$ cat src/verilog/timer_irq_pkg.sv
// Shared constants and types for the prescaled timer and its interrupt unit
`default_nettype none
package timer_irq_pkg;
	localparam int CNT_W = 8; // Down-counter width
	localparam int PRE_W = 6; // Prescaler width
	localparam int NUM_IRQ = 6; // Interrupt sources
	localparam int ID_W = 3; // Source number width
	localparam int PC_W = 16; // Program address width
	localparam int NUM_PINS = 3; // Port-3 input lines
	localparam int SYNC_LEN = 3; // Synchroniser depth
	localparam logic [1:0] CPU_DIV_LAST = 2'h3; // Internal clock divided by four
	// Pin indices inside the synchroniser bank
	localparam int PIN_ONE = 0;
	localparam int PIN_TWO = 1;
	localparam int PIN_THREE = 2;
	// Request bit positions
	localparam int IRQ_TWO_FALL = 0;
	localparam int IRQ_THREE_FALL = 1;
	localparam int IRQ_ONE_FALL = 2;
	localparam int IRQ_TWO_RISE = 3;
	localparam int IRQ_SOFT = 4;
	localparam int IRQ_TIMER = 5;
	// Priority field positions
	localparam int PRIO_A_BIT = 5;
	localparam int PRIO_B_BIT = 2;
	localparam int PRIO_C_BIT = 1;
	localparam int PRIO_CODE_HI = 4;
	localparam int PRIO_CODE_MID = 3;
	localparam int PRIO_CODE_LO = 0;
	// Group order codes
	localparam logic [2:0] ORD_CAB = 3'h1;
	localparam logic [2:0] ORD_ABC = 3'h2;
	localparam logic [2:0] ORD_ACB = 3'h3;
	localparam logic [2:0] ORD_BCA = 3'h4;
	localparam logic [2:0] ORD_CBA = 3'h5;
	localparam logic [2:0] ORD_BAC = 3'h6;
	// Group selectors
	localparam logic [1:0] GRP_A = 2'h0;
	localparam logic [1:0] GRP_B = 2'h1;
	localparam logic [1:0] GRP_C = 2'h2;
	// Vector table layout
	localparam logic [15:0] VECTOR_BASE = 16'h0000;
	// Reset values
	localparam logic [7:0] CNT_RST = 8'h00;
	localparam logic [5:0] PRE_RST = 6'h00;
	localparam logic [5:0] REQ_RST = 6'h00;
	// External timer input use
	typedef enum logic [1:0] {
		EXT_CLOCK = 2'b00,
		EXT_TRIG_RETRIG = 2'b01,
		EXT_TRIG_ONCE = 2'b10,
		EXT_GATE = 2'b11
	} ext_mode_t;
	// Counter run state
	typedef enum logic [0:0] {
		RUN_IDLE = 1'b0,
		RUN_COUNT = 1'b1
	} run_state_t;
endpackage : timer_irq_pkg
`default_nettype wire

$ cat src/verilog/irq_link_if.sv
// Carrier between the timer top and the vectored interrupt unit
`default_nettype none
interface irq_link_if;
	logic [timer_irq_pkg::NUM_IRQ-1:0] reqSet; // Source event pulses
	logic [timer_irq_pkg::NUM_IRQ-1:0] reqClear; // Software clear pulses
	logic [timer_irq_pkg::NUM_IRQ-1:0] mask; // Per-source enables
	logic globalEn; // Global enable
	logic [5:0] prio; // Priority field
	logic irqCycle; // Interrupt machine cycle
	logic irqReenable; // Unblock after service
	logic [timer_irq_pkg::NUM_IRQ-1:0] pending; // Request flags
	logic irqToCore; // Request to core
	logic grantValid; // Grant pulse
	logic [timer_irq_pkg::ID_W-1:0] grantId; // Granted source
	logic [timer_irq_pkg::PC_W-1:0] vectorAddr; // Vector slot address
	logic blocked; // Further interrupts held off
	modport timer (output reqSet, reqClear, mask, globalEn, prio, irqCycle, irqReenable,
		input pending, irqToCore, grantValid, grantId, vectorAddr, blocked);
	modport unit (input reqSet, reqClear, mask, globalEn, prio, irqCycle, irqReenable,
		output pending, irqToCore, grantValid, grantId, vectorAddr, blocked);
endinterface : irq_link_if
`default_nettype wire

$ cat src/verilog/irq_vector_unit.sv
// Request flags, masking, priority encoder and vector grant
`default_nettype none
module irq_vector_unit (
	input wire logic mclk,
	input wire logic rstn,
	irq_link_if.unit link
);
	// Masked requests that may win
	logic [5:0] live;
	// Encoder result: valid bit and source number
	logic [3:0] pick;
	// Grant taken this cycle
	logic grantNow;

	// Winner of three groups in the programmed order
	function automatic logic [3:0] pickWinner(input logic [5:0] m, input logic [5:0] p);
		logic [2:0] gid [3];
		logic gok [3];
		logic [1:0] g1;
		logic [1:0] g2;
		logic [1:0] g3;
		gok[0] = m[3] | m[5];
		gid[0] = p[timer_irq_pkg::PRIO_A_BIT] ? (m[3] ? 3'h3 : 3'h5) : (m[5] ? 3'h5 : 3'h3);
		gok[1] = m[0] | m[2];
		gid[1] = p[timer_irq_pkg::PRIO_B_BIT] ? (m[0] ? 3'h0 : 3'h2) : (m[2] ? 3'h2 : 3'h0);
		gok[2] = m[1] | m[4];
		gid[2] = p[timer_irq_pkg::PRIO_C_BIT] ? (m[4] ? 3'h4 : 3'h1) : (m[1] ? 3'h1 : 3'h4);
		g1 = timer_irq_pkg::GRP_A;
		g2 = timer_irq_pkg::GRP_B;
		g3 = timer_irq_pkg::GRP_C;
		case ({p[timer_irq_pkg::PRIO_CODE_HI], p[timer_irq_pkg::PRIO_CODE_MID],
			p[timer_irq_pkg::PRIO_CODE_LO]})
			timer_irq_pkg::ORD_CAB: begin
				g1 = timer_irq_pkg::GRP_C; g2 = timer_irq_pkg::GRP_A; g3 = timer_irq_pkg::GRP_B;
			end
			timer_irq_pkg::ORD_ACB: begin
				g2 = timer_irq_pkg::GRP_C; g3 = timer_irq_pkg::GRP_B;
			end
			timer_irq_pkg::ORD_BCA: begin
				g1 = timer_irq_pkg::GRP_B; g2 = timer_irq_pkg::GRP_C; g3 = timer_irq_pkg::GRP_A;
			end
			timer_irq_pkg::ORD_CBA: begin
				g1 = timer_irq_pkg::GRP_C; g3 = timer_irq_pkg::GRP_A;
			end
			timer_irq_pkg::ORD_BAC: begin
				g1 = timer_irq_pkg::GRP_B; g2 = timer_irq_pkg::GRP_A;
			end
			// Order A, B, C; reserved codes fall here too
			default: begin
				g1 = timer_irq_pkg::GRP_A;
			end
		endcase
		if (gok[g1]) return {1'b1, gid[g1]};
		if (gok[g2]) return {1'b1, gid[g2]};
		if (gok[g3]) return {1'b1, gid[g3]};
		return 4'h0;
	endfunction : pickWinner

	// Mask and encode
	always_comb begin
		live = link.pending & link.mask & {6{link.globalEn}};
		pick = pickWinner(live, link.prio);
		grantNow = link.irqCycle & pick[3] & ~link.blocked;
	end

	assign link.irqToCore = pick[3] & ~link.blocked;

	// Request flags: set wins over clear and acknowledge
	always_ff @(posedge mclk) begin
		if (!rstn) begin
			link.pending <= timer_irq_pkg::REQ_RST;
		end else begin
			link.pending <= (link.pending & ~link.reqClear
				& ~(grantNow ? (6'h01 << pick[2:0]) : 6'h00)) | link.reqSet;
		end
	end

	// Grant: block, announce, point at the vector slot
	always_ff @(posedge mclk) begin
		if (!rstn) begin
			link.blocked <= 1'b0;
			link.grantValid <= 1'b0;
			link.grantId <= 3'h0;
			link.vectorAddr <= timer_irq_pkg::VECTOR_BASE;
		end else begin
			link.grantValid <= grantNow;
			if (grantNow) begin
				link.blocked <= 1'b1;
				link.grantId <= pick[2:0];
				link.vectorAddr <= timer_irq_pkg::VECTOR_BASE
					+ {12'h000, pick[2:0], 1'b0};
			end else if (link.irqReenable) begin
				link.blocked <= 1'b0;
			end
		end
	end
endmodule : irq_vector_unit
`default_nettype wire

$ cat src/verilog/prescaled_timer_irq.sv
// Prescaled 8-bit down-counter with six-source vectored interrupt unit
`default_nettype none
module prescaled_timer_irq #(
	parameter int CNT_W = timer_irq_pkg::CNT_W,
	parameter int PRE_W = timer_irq_pkg::PRE_W
) (
	input wire logic mclk,
	input wire logic rstn,
	// Port-3 pins, asynchronous
	input wire logic port3LineOne,
	input wire logic port3LineTwo,
	input wire logic port3LineThree,
	// Counter mode controls
	input wire logic counterModeExtSource,
	input wire logic [1:0] counterModeExtUse,
	input wire logic autoReloadCountMode,
	input wire logic [PRE_W-1:0] counterPrescalerReg,
	// Initial value write
	input wire logic [CNT_W-1:0] mainDownCounterLoad,
	input wire logic mainDownCounterWrite,
	// Run controls, one-cycle pulses
	input wire logic counterStart,
	input wire logic counterStop,
	input wire logic counterContinue,
	input wire logic counterReload,
	// Counter read-back and state
	output logic [CNT_W-1:0] mainDownCounter,
	output logic counterRunning,
	output logic counterIrqLine,
	// Interrupt controls
	input wire logic [5:0] irqMaskReg,
	input wire logic irqGlobalEnable,
	input wire logic [5:0] irqPriorityReg,
	input wire logic softwareRequest,
	input wire logic [5:0] irqRequestClear,
	input wire logic irqMachineCycle,
	input wire logic irqReturn,
	// Interrupt status and grant
	output logic [5:0] irqRequestReg,
	output logic irqToCore,
	output logic irqBlocked,
	output logic irqGrant,
	output logic [2:0] irqGrantSource,
	output logic [15:0] irqVectorAddr
);
	// Raw pins gathered for the synchroniser bank
	logic [timer_irq_pkg::NUM_PINS-1:0] pinRaw;
	// Three-stage synchroniser chains
	logic [timer_irq_pkg::SYNC_LEN-1:0] syncQ [timer_irq_pkg::NUM_PINS];
	// Filtered pin levels
	logic [timer_irq_pkg::NUM_PINS-1:0] levelQ;
	// Cycles since reset, stops once the chains hold real pin levels
	logic [2:0] flushQ;
	// Edge detection live
	logic flushed;
	// Edge pulses on filtered levels
	logic [timer_irq_pkg::NUM_PINS-1:0] riseEv;
	logic [timer_irq_pkg::NUM_PINS-1:0] fallEv;
	// Internal clock divider
	logic [1:0] cpuDivQ;
	// Initial value holding register
	logic [CNT_W-1:0] initQ;
	// Hidden prescaler count
	logic [PRE_W-1:0] preQ;
	// Live counter
	logic [CNT_W-1:0] cntQ;
	// Run state
	timer_irq_pkg::run_state_t runQ;
	// Trigger has fired and counting is live
	logic trigActiveQ;
	// Timer request pulse register
	logic counterIrqQ;
	// External use decoded
	timer_irq_pkg::ext_mode_t extUse;
	// Tick sources and qualifiers
	logic intTick;
	logic srcTick;
	logic gateOpen;
	logic trigEdge;
	logic needTrig;
	logic counting;
	logic preTick;
	logic preOut;
	logic endOfCount;
	logic loadNow;
	logic [PRE_W-1:0] preTop;

	// Link to the interrupt unit
	irq_link_if link ();

	assign pinRaw = {port3LineThree, port3LineTwo, port3LineOne};
	assign extUse = timer_irq_pkg::ext_mode_t'(counterModeExtUse);

	// Flush counter: held levels start from reset, not from the pins,
	// so an edge seen before the chains have filled would be false
	always_ff @(posedge mclk) begin
		if (!rstn) begin
			flushQ <= 3'h0;
		end else if (!flushed) begin
			flushQ <= flushQ + 3'h1;
		end
	end

	assign flushed = (flushQ == 3'(timer_irq_pkg::SYNC_LEN + 1));

	// Synchroniser and edge filter for each pin
	genvar gi;
	generate
		for (gi = 0; gi < timer_irq_pkg::NUM_PINS; gi++) begin : gPin
			// Shift chain; stage 0 is read only by stage 1
			always_ff @(posedge mclk) begin
				if (!rstn) begin
					syncQ[gi] <= '0;
				end else begin
					syncQ[gi] <= {syncQ[gi][timer_irq_pkg::SYNC_LEN-2:0], pinRaw[gi]};
				end
			end
			// Level accepted once the last two stages agree
			always_ff @(posedge mclk) begin
				if (!rstn) begin
					levelQ[gi] <= 1'b0;
				end else if (syncQ[gi][1] == syncQ[gi][2]) begin
					levelQ[gi] <= syncQ[gi][1];
				end
			end
			// Edges on agreement that differs from the held level, once flushed
			assign riseEv[gi] = flushed & (syncQ[gi][1] == syncQ[gi][2])
				& syncQ[gi][1] & ~levelQ[gi];
			assign fallEv[gi] = flushed & (syncQ[gi][1] == syncQ[gi][2])
				& ~syncQ[gi][1] & levelQ[gi];
		end
	endgenerate

	// Internal clock divided by four
	always_ff @(posedge mclk) begin
		if (!rstn) begin
			cpuDivQ <= 2'h0;
		end else begin
			cpuDivQ <= cpuDivQ + 2'h1;
		end
	end

	assign intTick = (cpuDivQ == timer_irq_pkg::CPU_DIV_LAST);

	// Source selection and external input use
	always_comb begin
		srcTick = intTick;
		gateOpen = 1'b1;
		trigEdge = 1'b0;
		needTrig = 1'b0;
		if (counterModeExtSource) begin
			unique case (extUse)
				// Falling edges of the timer input are the clock
				timer_irq_pkg::EXT_CLOCK: begin
					srcTick = fallEv[timer_irq_pkg::PIN_ONE];
				end
				// A falling edge while the counter runs restarts the count
				timer_irq_pkg::EXT_TRIG_RETRIG: begin
					needTrig = 1'b1;
					trigEdge = fallEv[timer_irq_pkg::PIN_ONE];
				end
				// Edges ignored while a count is live
				timer_irq_pkg::EXT_TRIG_ONCE: begin
					needTrig = 1'b1;
					trigEdge = fallEv[timer_irq_pkg::PIN_ONE] & ~trigActiveQ;
				end
				// High level lets the internal clock through
				timer_irq_pkg::EXT_GATE: begin
					gateOpen = levelQ[timer_irq_pkg::PIN_ONE];
				end
			endcase
		end
	end

	// Counting qualifiers and terminal detection
	always_comb begin
		preTop = counterPrescalerReg - 6'h01; // Zero ratio wraps to 64
		counting = (runQ == timer_irq_pkg::RUN_COUNT) & gateOpen & (~needTrig | trigActiveQ);
		preTick = counting & srcTick;
		preOut = preTick & (preQ == preTop);
		endOfCount = preOut & (cntQ == 8'h01);
		loadNow = counterStart | counterReload
			| (trigEdge & (runQ == timer_irq_pkg::RUN_COUNT));
	end

	// Initial value written by software
	always_ff @(posedge mclk) begin
		if (!rstn) begin
			initQ <= timer_irq_pkg::CNT_RST;
		end else if (mainDownCounterWrite) begin
			initQ <= mainDownCounterLoad;
		end
	end

	// Run state: stop beats start, single pass ends the run outside trigger modes
	always_ff @(posedge mclk) begin
		if (!rstn) begin
			runQ <= timer_irq_pkg::RUN_IDLE;
		end else if (counterStop) begin
			runQ <= timer_irq_pkg::RUN_IDLE;
		end else if (counterStart | counterContinue) begin
			runQ <= timer_irq_pkg::RUN_COUNT;
		end else if (endOfCount & ~autoReloadCountMode & ~needTrig) begin
			runQ <= timer_irq_pkg::RUN_IDLE;
		end
	end

	// Trigger state; trigger modes stay armed after a single pass
	always_ff @(posedge mclk) begin
		if (!rstn) begin
			trigActiveQ <= 1'b0;
		end else if (counterStop | counterStart) begin
			trigActiveQ <= 1'b0;
		end else if (trigEdge & (runQ == timer_irq_pkg::RUN_COUNT)) begin
			trigActiveQ <= 1'b1;
		end else if (endOfCount & ~autoReloadCountMode) begin
			trigActiveQ <= 1'b0;
		end
	end

	// Hidden prescaler, cleared on every load
	always_ff @(posedge mclk) begin
		if (!rstn) begin
			preQ <= timer_irq_pkg::PRE_RST;
		end else if (loadNow) begin
			preQ <= timer_irq_pkg::PRE_RST;
		end else if (preTick) begin
			preQ <= preOut ? timer_irq_pkg::PRE_RST : preQ + 6'h01;
		end
	end

	// Down-counter; a loaded zero counts 256
	always_ff @(posedge mclk) begin
		if (!rstn) begin
			cntQ <= timer_irq_pkg::CNT_RST;
		end else if (loadNow) begin
			cntQ <= initQ;
		end else if (endOfCount) begin
			cntQ <= autoReloadCountMode ? initQ : 8'h00;
		end else if (preOut) begin
			cntQ <= cntQ - 8'h01;
		end
	end

	// Timer request pulse, one cycle after end of count
	always_ff @(posedge mclk) begin
		if (!rstn) begin
			counterIrqQ <= 1'b0;
		end else begin
			counterIrqQ <= endOfCount;
		end
	end

	// Reads see the live count with no side effect
	assign mainDownCounter = cntQ;
	assign counterRunning = (runQ == timer_irq_pkg::RUN_COUNT);
	assign counterIrqLine = counterIrqQ;

	// Source events into the request flags
	always_comb begin
		link.reqSet = 6'h00;
		link.reqSet[timer_irq_pkg::IRQ_TWO_FALL] = fallEv[timer_irq_pkg::PIN_TWO];
		link.reqSet[timer_irq_pkg::IRQ_THREE_FALL] = fallEv[timer_irq_pkg::PIN_THREE];
		link.reqSet[timer_irq_pkg::IRQ_ONE_FALL] = fallEv[timer_irq_pkg::PIN_ONE];
		link.reqSet[timer_irq_pkg::IRQ_TWO_RISE] = riseEv[timer_irq_pkg::PIN_TWO];
		link.reqSet[timer_irq_pkg::IRQ_SOFT] = softwareRequest;
		link.reqSet[timer_irq_pkg::IRQ_TIMER] = counterIrqQ;
	end

	// Controls passed through to the interrupt unit
	assign link.reqClear = irqRequestClear;
	assign link.mask = irqMaskReg;
	assign link.globalEn = irqGlobalEnable;
	assign link.prio = irqPriorityReg;
	assign link.irqCycle = irqMachineCycle;
	assign link.irqReenable = irqReturn;

	// Vectored interrupt unit
	irq_vector_unit uIrq (
		.mclk(mclk),
		.rstn(rstn),
		.link(link)
	);

	// Status and grant outputs; flags readable for polled use
	assign irqRequestReg = link.pending;
	assign irqToCore = link.irqToCore;
	assign irqBlocked = link.blocked;
	assign irqGrant = link.grantValid;
	assign irqGrantSource = link.grantId;
	assign irqVectorAddr = link.vectorAddr;
endmodule : prescaled_timer_irq
`default_nettype wire

$ cat config.mk
export PLATFORM = sky130hd
export DESIGN_NAME = prescaled_timer_irq
export DESIGN_NICKNAME = d
export VERILOG_FILES = /design/src/verilog/timer_irq_pkg.sv /design/src/verilog/irq_link_if.sv /design/src/verilog/irq_vector_unit.sv /design/src/verilog/prescaled_timer_irq.sv
export SDC_FILE = /design/constraint.sdc
export NUM_CORES = 1
export LEC_CHECK = 0
export BUFFER_PORTS_ARGS = -buffer_cell sky130_fd_sc_hd__buf_2
export CAP_MARGIN = 10
export CORE_MARGIN = 2
export CORE_UTILIZATION = 36
export DETAILED_ROUTE_END_ITERATION = 16
export HOLD_SLACK_MARGIN = 0.03
export PLACE_DENSITY = 0.65
export SLEW_MARGIN = 20
export SYNTH_ARGS = -nofsm -noshare
export SYNTH_HDL_FRONTEND = slang
export SYNTH_SLANG_ARGS = --single-unit
export TNS_END_PERCENT = 20
$ cat constraint.sdc
create_clock -name mclk -period 2.4 [get_ports mclk]
set_input_delay 0.36 -clock mclk [delete_from_list [all_inputs] [get_ports mclk]]
set_output_delay 0.36 -clock mclk [all_outputs]
set_load 0.01 [all_outputs]
== Yosys cells after proc, flatten, opt, wreduce, memory -nomap -nowiden ==
Memory sizes are Yosys's and may differ from the RTL's.
Index checks and enable logic that the tools add are counted.
Storage, ports and cells
  word-level logic and storage cells: 175
  output and inout bits: 38
  memories: 1
  RAM bits: 9
  register bits: 44
  bits of input ports: 50
Cells by class
  bitwise operators: 53
  shift-type cells: 1
  muxes and demuxes: 67
  $lt $le $gt $ge: 3
  reduce and logical (&&, ||, !) cells: 15
  $add $sub $neg: 5
  eq/ne operators: 15
Memories
  syncQ: depth 3, bits a word 3, read ports 3, clocked after memory_dff 0, write ports 3, line prescaled_timer_irq.sv:49  | logic [timer_irq_pkg::SYNC_LEN-1:0] syncQ [timer_irq_pkg::NUM_PINS];
Operator list (number)
  $mux 3: 16
  $mux 8: 4
  $mux 1: 27
  $and 6x6->6: 4
  $mux 4: 6
  $and 1x1->1: 23
  $reduce_or 2->1: 10
  $bmux 3 s2: 3
  $eq 3x3->1 const B: 4
  $mux 6: 2
  $not 6->6: 2
  $pmux 2 s2: 3
  $or 1x1->1: 11
  $ge 3x3->1 const B: 3
  $not 1->1: 9
  $not 2->3: 3
  $eq 8x1->1 const B: 1
  $sub 8x1->8 const B: 1
  $add 6x1->6 const B: 1
  $bmux 1 s2: 3
  $eq 2x2->1 const B: 3
  $eq 6x6->1: 1
  $or 6x6->6: 1
  $reduce_bool 2->1: 3
  other kinds (12): 15

== Depth between registers and ports, before layout ==
  depth after elaboration: 20
  depth in mapped cells: 10
  depth with buffers taken out: 9

== Cells and area by module ==
From an unflattened synthesis, not the netlist that was laid out.
Unflattened totals
  cells, all modules: 416
  area, all modules: 3515.9 um2
Modules (own cells, without submodules)
  prescaled_timer_irq: area each 2228.4 um2, times used 1, cells an instance 255
  irq_vector_unit: area each 1287.5 um2, times used 1, cells an instance 161

== Worst setup path after synthesis ==
Ideal clock, no wire load.
  kind: input port to flip-flop
  start: input counterModeExtUse[0]
  end: register cntQ[1] (netlist: mainDownCounter[1])
  arrival: 1.974 ns
  path buffers: 1
  library setup time: 0.132 ns
  cell stages on the path: 10
  path slack: 0.294 ns
  cells stage by stage: inv_1 > ha_1 > nand2b_1 > a41oi_1 > a2bb2oi_2 > a2111oi_4 > buf_4 > o211ai_1 > o211ai_1 > a21oi_1
On the way
  cells in the longest elaborated chain, start to end: 12
  elaborated cells on any way between the ends: 25
RTL lines
  from (decl): line prescaled_timer_irq.sv:15  | input wire logic [1:0] counterModeExtUse,
  $eq 2x2->1 or $eq 2x1->1 (tied branches): line prescaled_timer_irq.sv:152  | unique case (extUse)
  $reduce_or 2->1 (no line)
  $mux 1: line prescaled_timer_irq.sv:152
  $mux 1: line prescaled_timer_irq.sv:151  | if (counterModeExtSource) begin
  $not 1->1: line prescaled_timer_irq.sv:178  | counting = (runQ == timer_irq_pkg::RUN_COUNT) & gateOpen & (~needTrig | trigActiveQ);
  $or 1x1->1: line prescaled_timer_irq.sv:178
  $and 1x1->1: line prescaled_timer_irq.sv:178
  $and 1x1->1: line prescaled_timer_irq.sv:179  | preTick = counting & srcTick;
  $and 1x1->1: line prescaled_timer_irq.sv:180  | preOut = preTick & (preQ == preTop);
  $and 1x1->1: line prescaled_timer_irq.sv:181  | endOfCount = preOut & (cntQ == 8'h01);
  $mux 8: line prescaled_timer_irq.sv:238  | end else if (endOfCount) begin
  $mux 8: line prescaled_timer_irq.sv:236  | end else if (loadNow) begin
  to (signal assigned): line prescaled_timer_irq.sv:235  | cntQ <= timer_irq_pkg::CNT_RST;
  to (signal assigned): line prescaled_timer_irq.sv:237  | cntQ <= initQ;
  to (signal assigned): line prescaled_timer_irq.sv:239  | cntQ <= autoReloadCountMode ? initQ : 8'h00;
  to (decl): line prescaled_timer_irq.sv:66  | logic [CNT_W-1:0] cntQ;
Parallel ways exist; a longest one is shown, timed or not.
A chain may end at the register's enable or synchronous reset.

== Final worst setup path ==
  start: register uIrq.link.pending[5]
  end: register uIrq.link.pending[1]
On the way
  cells in the longest elaborated chain, start to end: 18
  elaborated cells on any way between the ends: 42
RTL lines
  from (decl): line irq_link_if.sv:20  | output pending, irqToCore, grantValid, grantId, vectorAddr, blocked);
  from (signal assigned): line irq_vector_unit.sv:71  | link.pending <= timer_irq_pkg::REQ_RST;
  from (signal assigned): line irq_vector_unit.sv:73  | link.pending <= (link.pending & ~link.reqClear
  $and 6x6->6 * (2 in series): line irq_vector_unit.sv:61  | live = link.pending & link.mask & {6{link.globalEn}};
  $mux 3 or $or 1x1->1 (tied branches): line irq_vector_unit.sv:23, irq_vector_unit.sv:22
  $mux 3 or $bmux 1 s2 (tied branches): line irq_vector_unit.sv:23, irq_vector_unit.sv:55
  $bmux 3 s2 or $mux 1 (tied branches): line irq_vector_unit.sv:53, irq_vector_unit.sv:55
  $mux 3 (implied by the code) or $mux 1 (tied branches) (2 in series): line irq_vector_unit.sv:53, irq_vector_unit.sv:55
  $mux 4 or $mux 1 (tied branches): line irq_vector_unit.sv:53, irq_vector_unit.sv:55
  $mux 4 or $mux 1 (tied branches): line irq_vector_unit.sv:54  | if (gok[g2]) return {1'b1, gid[g2]};
  $mux 4, on equally long branches: line irq_vector_unit.sv:55, irq_vector_unit.sv:56
  $mux 4, on equally long branches: line irq_vector_unit.sv:56, irq_vector_unit.sv:55
  $mux 4, on equally long branches: line irq_vector_unit.sv:55, irq_vector_unit.sv:54
  $mux 4 *: line irq_vector_unit.sv:54
  $shl 1x3->6 or $and 1x1->1 (tied branches): line irq_vector_unit.sv:74, irq_vector_unit.sv:63
  $mux 6 *: line irq_vector_unit.sv:74  | & ~(grantNow ? (6'h01 << pick[2:0]) : 6'h00)) | link.reqSet;
  $not 6->6 *: line irq_vector_unit.sv:74
  $and 6x6->6 *: line irq_vector_unit.sv:74
  $or 6x6->6 *: line irq_vector_unit.sv:74
Every way passes the cells marked *; elsewhere a longest branch is shown, timed or not. The select of a mux whose other input is x is not followed.

==> key figures <==
Status
  – Outcome: completed

Placed design
  – Placed cell count: 568
  – DPL Wire Length: 6.284 mm
  – Post-placement setup slack: 0.05995 ns
  – Routability congestion estimate: 0.9428
  – Number of I/O port buffers: 74

Logic synthesis
  – Ys Warns: 0
  – Cells after Synth: 391
  – Avg Cell Area, Syn: 8.400 um^2
  – Sequential fraction of the synthesis area: 0.3230
  – Synth cell types: 68
  – Fraction of registers with async set/reset: 0
  – Post-synth EDFFs: 0
  – Yosys reg bits: 53
  – Top FF cell, synth: dfxtp_1
  – Mapped Area: 3284 um^2

Final layout
  – Layout overhead on the synthesized area: 17.45%
  – Most common cell after layout, fill and taps aside: buf_2
  – N_diodes: 0
  – Final core occ: 0.4402
  – Share of cells above drive strength 1: 0.2564
  – Most frequent cells in the layout: 74 x buf_2, 53 x dfxtp_1, 31 x nor2_1, 29 x a21oi_1, 27 x nand2_1
  – Fin nets: 528
  – Layout Cells excl Fill: 576

CTS
  – Clock buffer count from CTS: 5
  – Sinks on Clock Net: 53
  – Worst-path clk slew: 0.09 ns
  – Post-CTS setup repair buffer count: 0
  – Deepest clock path buffer count: 2
  – CTS tree: built
  – H-tree depth: 2
  – Clock Latency Late Sink: 0.31 ns
  – Cts hold-fix bufs: 0
  – CTS Root Cell: clkbuf_8

Die
  – Placement Rows: 34
  – Core ar.: 8763 um^2
  – Die area: 9903 um^2
  – Die Ht: 99.52 um
  – Initial Util: 0.3748
  – Width of the die: 99.52 um
  – # IOs: 88

Timing
  – Final Setup Violations: 0
  – Setup TNS: 0 ns
  – Final worst setup slack: 0.2016 ns
  – Hold_ws: 0.2391 ns
  – Max Slew Vio Count: 0
  – Final worst-path cycle share: 0.9160
  – Clk_skew: 0.01442 ns
  – Worst slew margin: 0.6261
  – Slew at the pin closest to its max-slew limit: 0.5571 ns
  – RSZ-0062 raised after global routing: no
  – Highest clock rate: 454.9 MHz
  – Final Hold Fails: 0
  – Fin crit period: 2.198 ns

Worst setup path
  – WS Path Type: flop to flop
  – Critical-path cell list: a22oi_2, o22ai_1, a221oi_4, mux2_4, a31oi_4, nor2_1, a311oi_1
  – CP Launch Type: flop
  – Max FO, Critical Path: 6
  – CP Capture Type: flop
  – Worst R2R Start: uIrq.link.pending[5]
  – Reg2reg path depth: 7
  – Worst EP required: 2.61 ns
  – Reg-to-reg slack, setup: 0.20 ns
  – Slowest CP cell: dfxtp_1
  – Worst stage delay on the critical path: 0.38 ns
  – Worst R2R End: uIrq.link.pending[1]
  – Critical Path AT: 2.41 ns

Global route
  – Antenna violations before repair: 0
  – Global-route wire length before repair: 13.19 mm
  – GRT Residual Overflow: 0
  – Vias in the first global route: 2,827
  – Gr usage total: 0.1622
  – Largest net degree at the start of global routing: 17

Power and ir drop
  – Leakage: 1.591 nW
  – PwrDens: 456.1 nW/um^2
  – VDD IR max: 0.0002692 V

Worst hold path
  – End of the worst hold path: uIrq.link.pending[5]
  – Worst hold path stage count: 2
  – Hold wc startpoint: irqRequestClear[5]
  – Type of the most critical hold path: primary input to flop

Routing
  – Via count: 3,090
  – Router iterations before antenna repair: 4
  – Detailed router's first-iteration violation count: 157
  – Post-DR vias/cell: 5.365
  – WL/cell: 13.83 um
  – # DRC: 0
  – DRT Wirelength: 7.967 mm
  – Antenna Violating Nets Remaining: 0

Job
  – Max-capacitance violation count: 0
## routing by layer
layer | GRT usage | vias up | part of all wire
met2 | 0.2599 | 103 | 0.46
met3 | 0.02952 | 18 | 0.049
li1 | - | 1542 | -
met4 | 0.05690 | 0 | 0.027
met5 | 0 | - | 0
met1 | 0.2196 | 1427 | 0.47
## worst max path at each step
stage	startpoint	to	slack, ns
after floorplan	counterModeExtUse[0]	mainDownCounter[1]	0.29
after global placement	irqGlobalEnable	uIrq.link.pending[0]	0.11
after detailed placement	irqMaskReg[5]	uIrq.link.pending[1]	0.06
after CTS	uIrq.link.pending[5]	uIrq.link.pending[1]	0.14
after global routing	flushQ[0]	mainDownCounter[4]	0.003
final	uIrq.link.pending[5]	uIrq.link.pending[1]	0.20
## registers in the layout, indices dropped and copies added, names as in the netlist, 2 cells and up
register           count
syncQ                  9
initQ                  8
mainDownCounter        8
preQ                   6
uIrq.link.pending      6
flushQ                 3
levelQ                 3
uIrq.link.grantId      3
cpuDivQ                2
## per-stage QoR
step	instance area, um^2	total power [mW]
final	3857	1.759
after global routing	3857	1.866
after CTS	3835	1.782
after detailed placement	3752	1.289
after global placement	3752	1.280
after floorplan	3329	1.185
## cells by family (layout without fill, tap and decap cells)
family	count (synthesis)	count (layout)	share of synthesized area
AOI/OAI and AO/OA	112	112	0.2552
and+or+nand+nor	140	140	0.2305
DFF	53	53	0.3230
buffers and inverters	51	116	0.08114
adders and majority gates	11	11	0.04190
muxes	11	11	0.03505
other	1	13	0.001142
xor gates and xnor gates	12	12	0.03200
## final cells by class
type | instances | area (um^2)
fillers | 888 | 4906
multi-input cells | 299 | 2021
flip-flops and latches | 53 | 1061
repair buffers | 89 | 486.7
well taps | 108 | 135.1
clock buffers | 6 | 72.57
inverters | 19 | 71.32
clock inverters | 2 | 10.01
## synthesized netlist by cell type, drive strengths merged (9+ instances only)
master	instances	share of area
a21oi	30	0.047
a31oi	11	0.025
and2	14	0.027
buf	24	0.050
dfxtp	53	0.32
ha	11	0.042
inv	19	0.022
mux2i	10	0.030
nand2	28	0.033
nand2b	9	0.017
nand3	14	0.021
nor2	31	0.035
o21ai	18	0.029
## critical path: cells and delay by family (launching register included)
family,cells,cell delay (ns)
compound gates,5,1.30
simple gates,1,0.07
flops,1,0.38
mux,1,0.36
## timing repair
| action | CTS | global route |
|---|---|---|
| resized for setup | 0 | 4 |
| endpoints found under the setup margin | 0 | 4 |
| endpoints found under the hold margin | 0 | 0 |
## power by group
part	leakage, nW	total [mW]	internal (mW)	switching (mW)
Clock	0.0450	0.487	0.203	0.284
Sequential	0.433	0.944	0.913	0.0308
Combinational	1.11	0.328	0.139	0.189
Power figures use the tool's default switching activity.
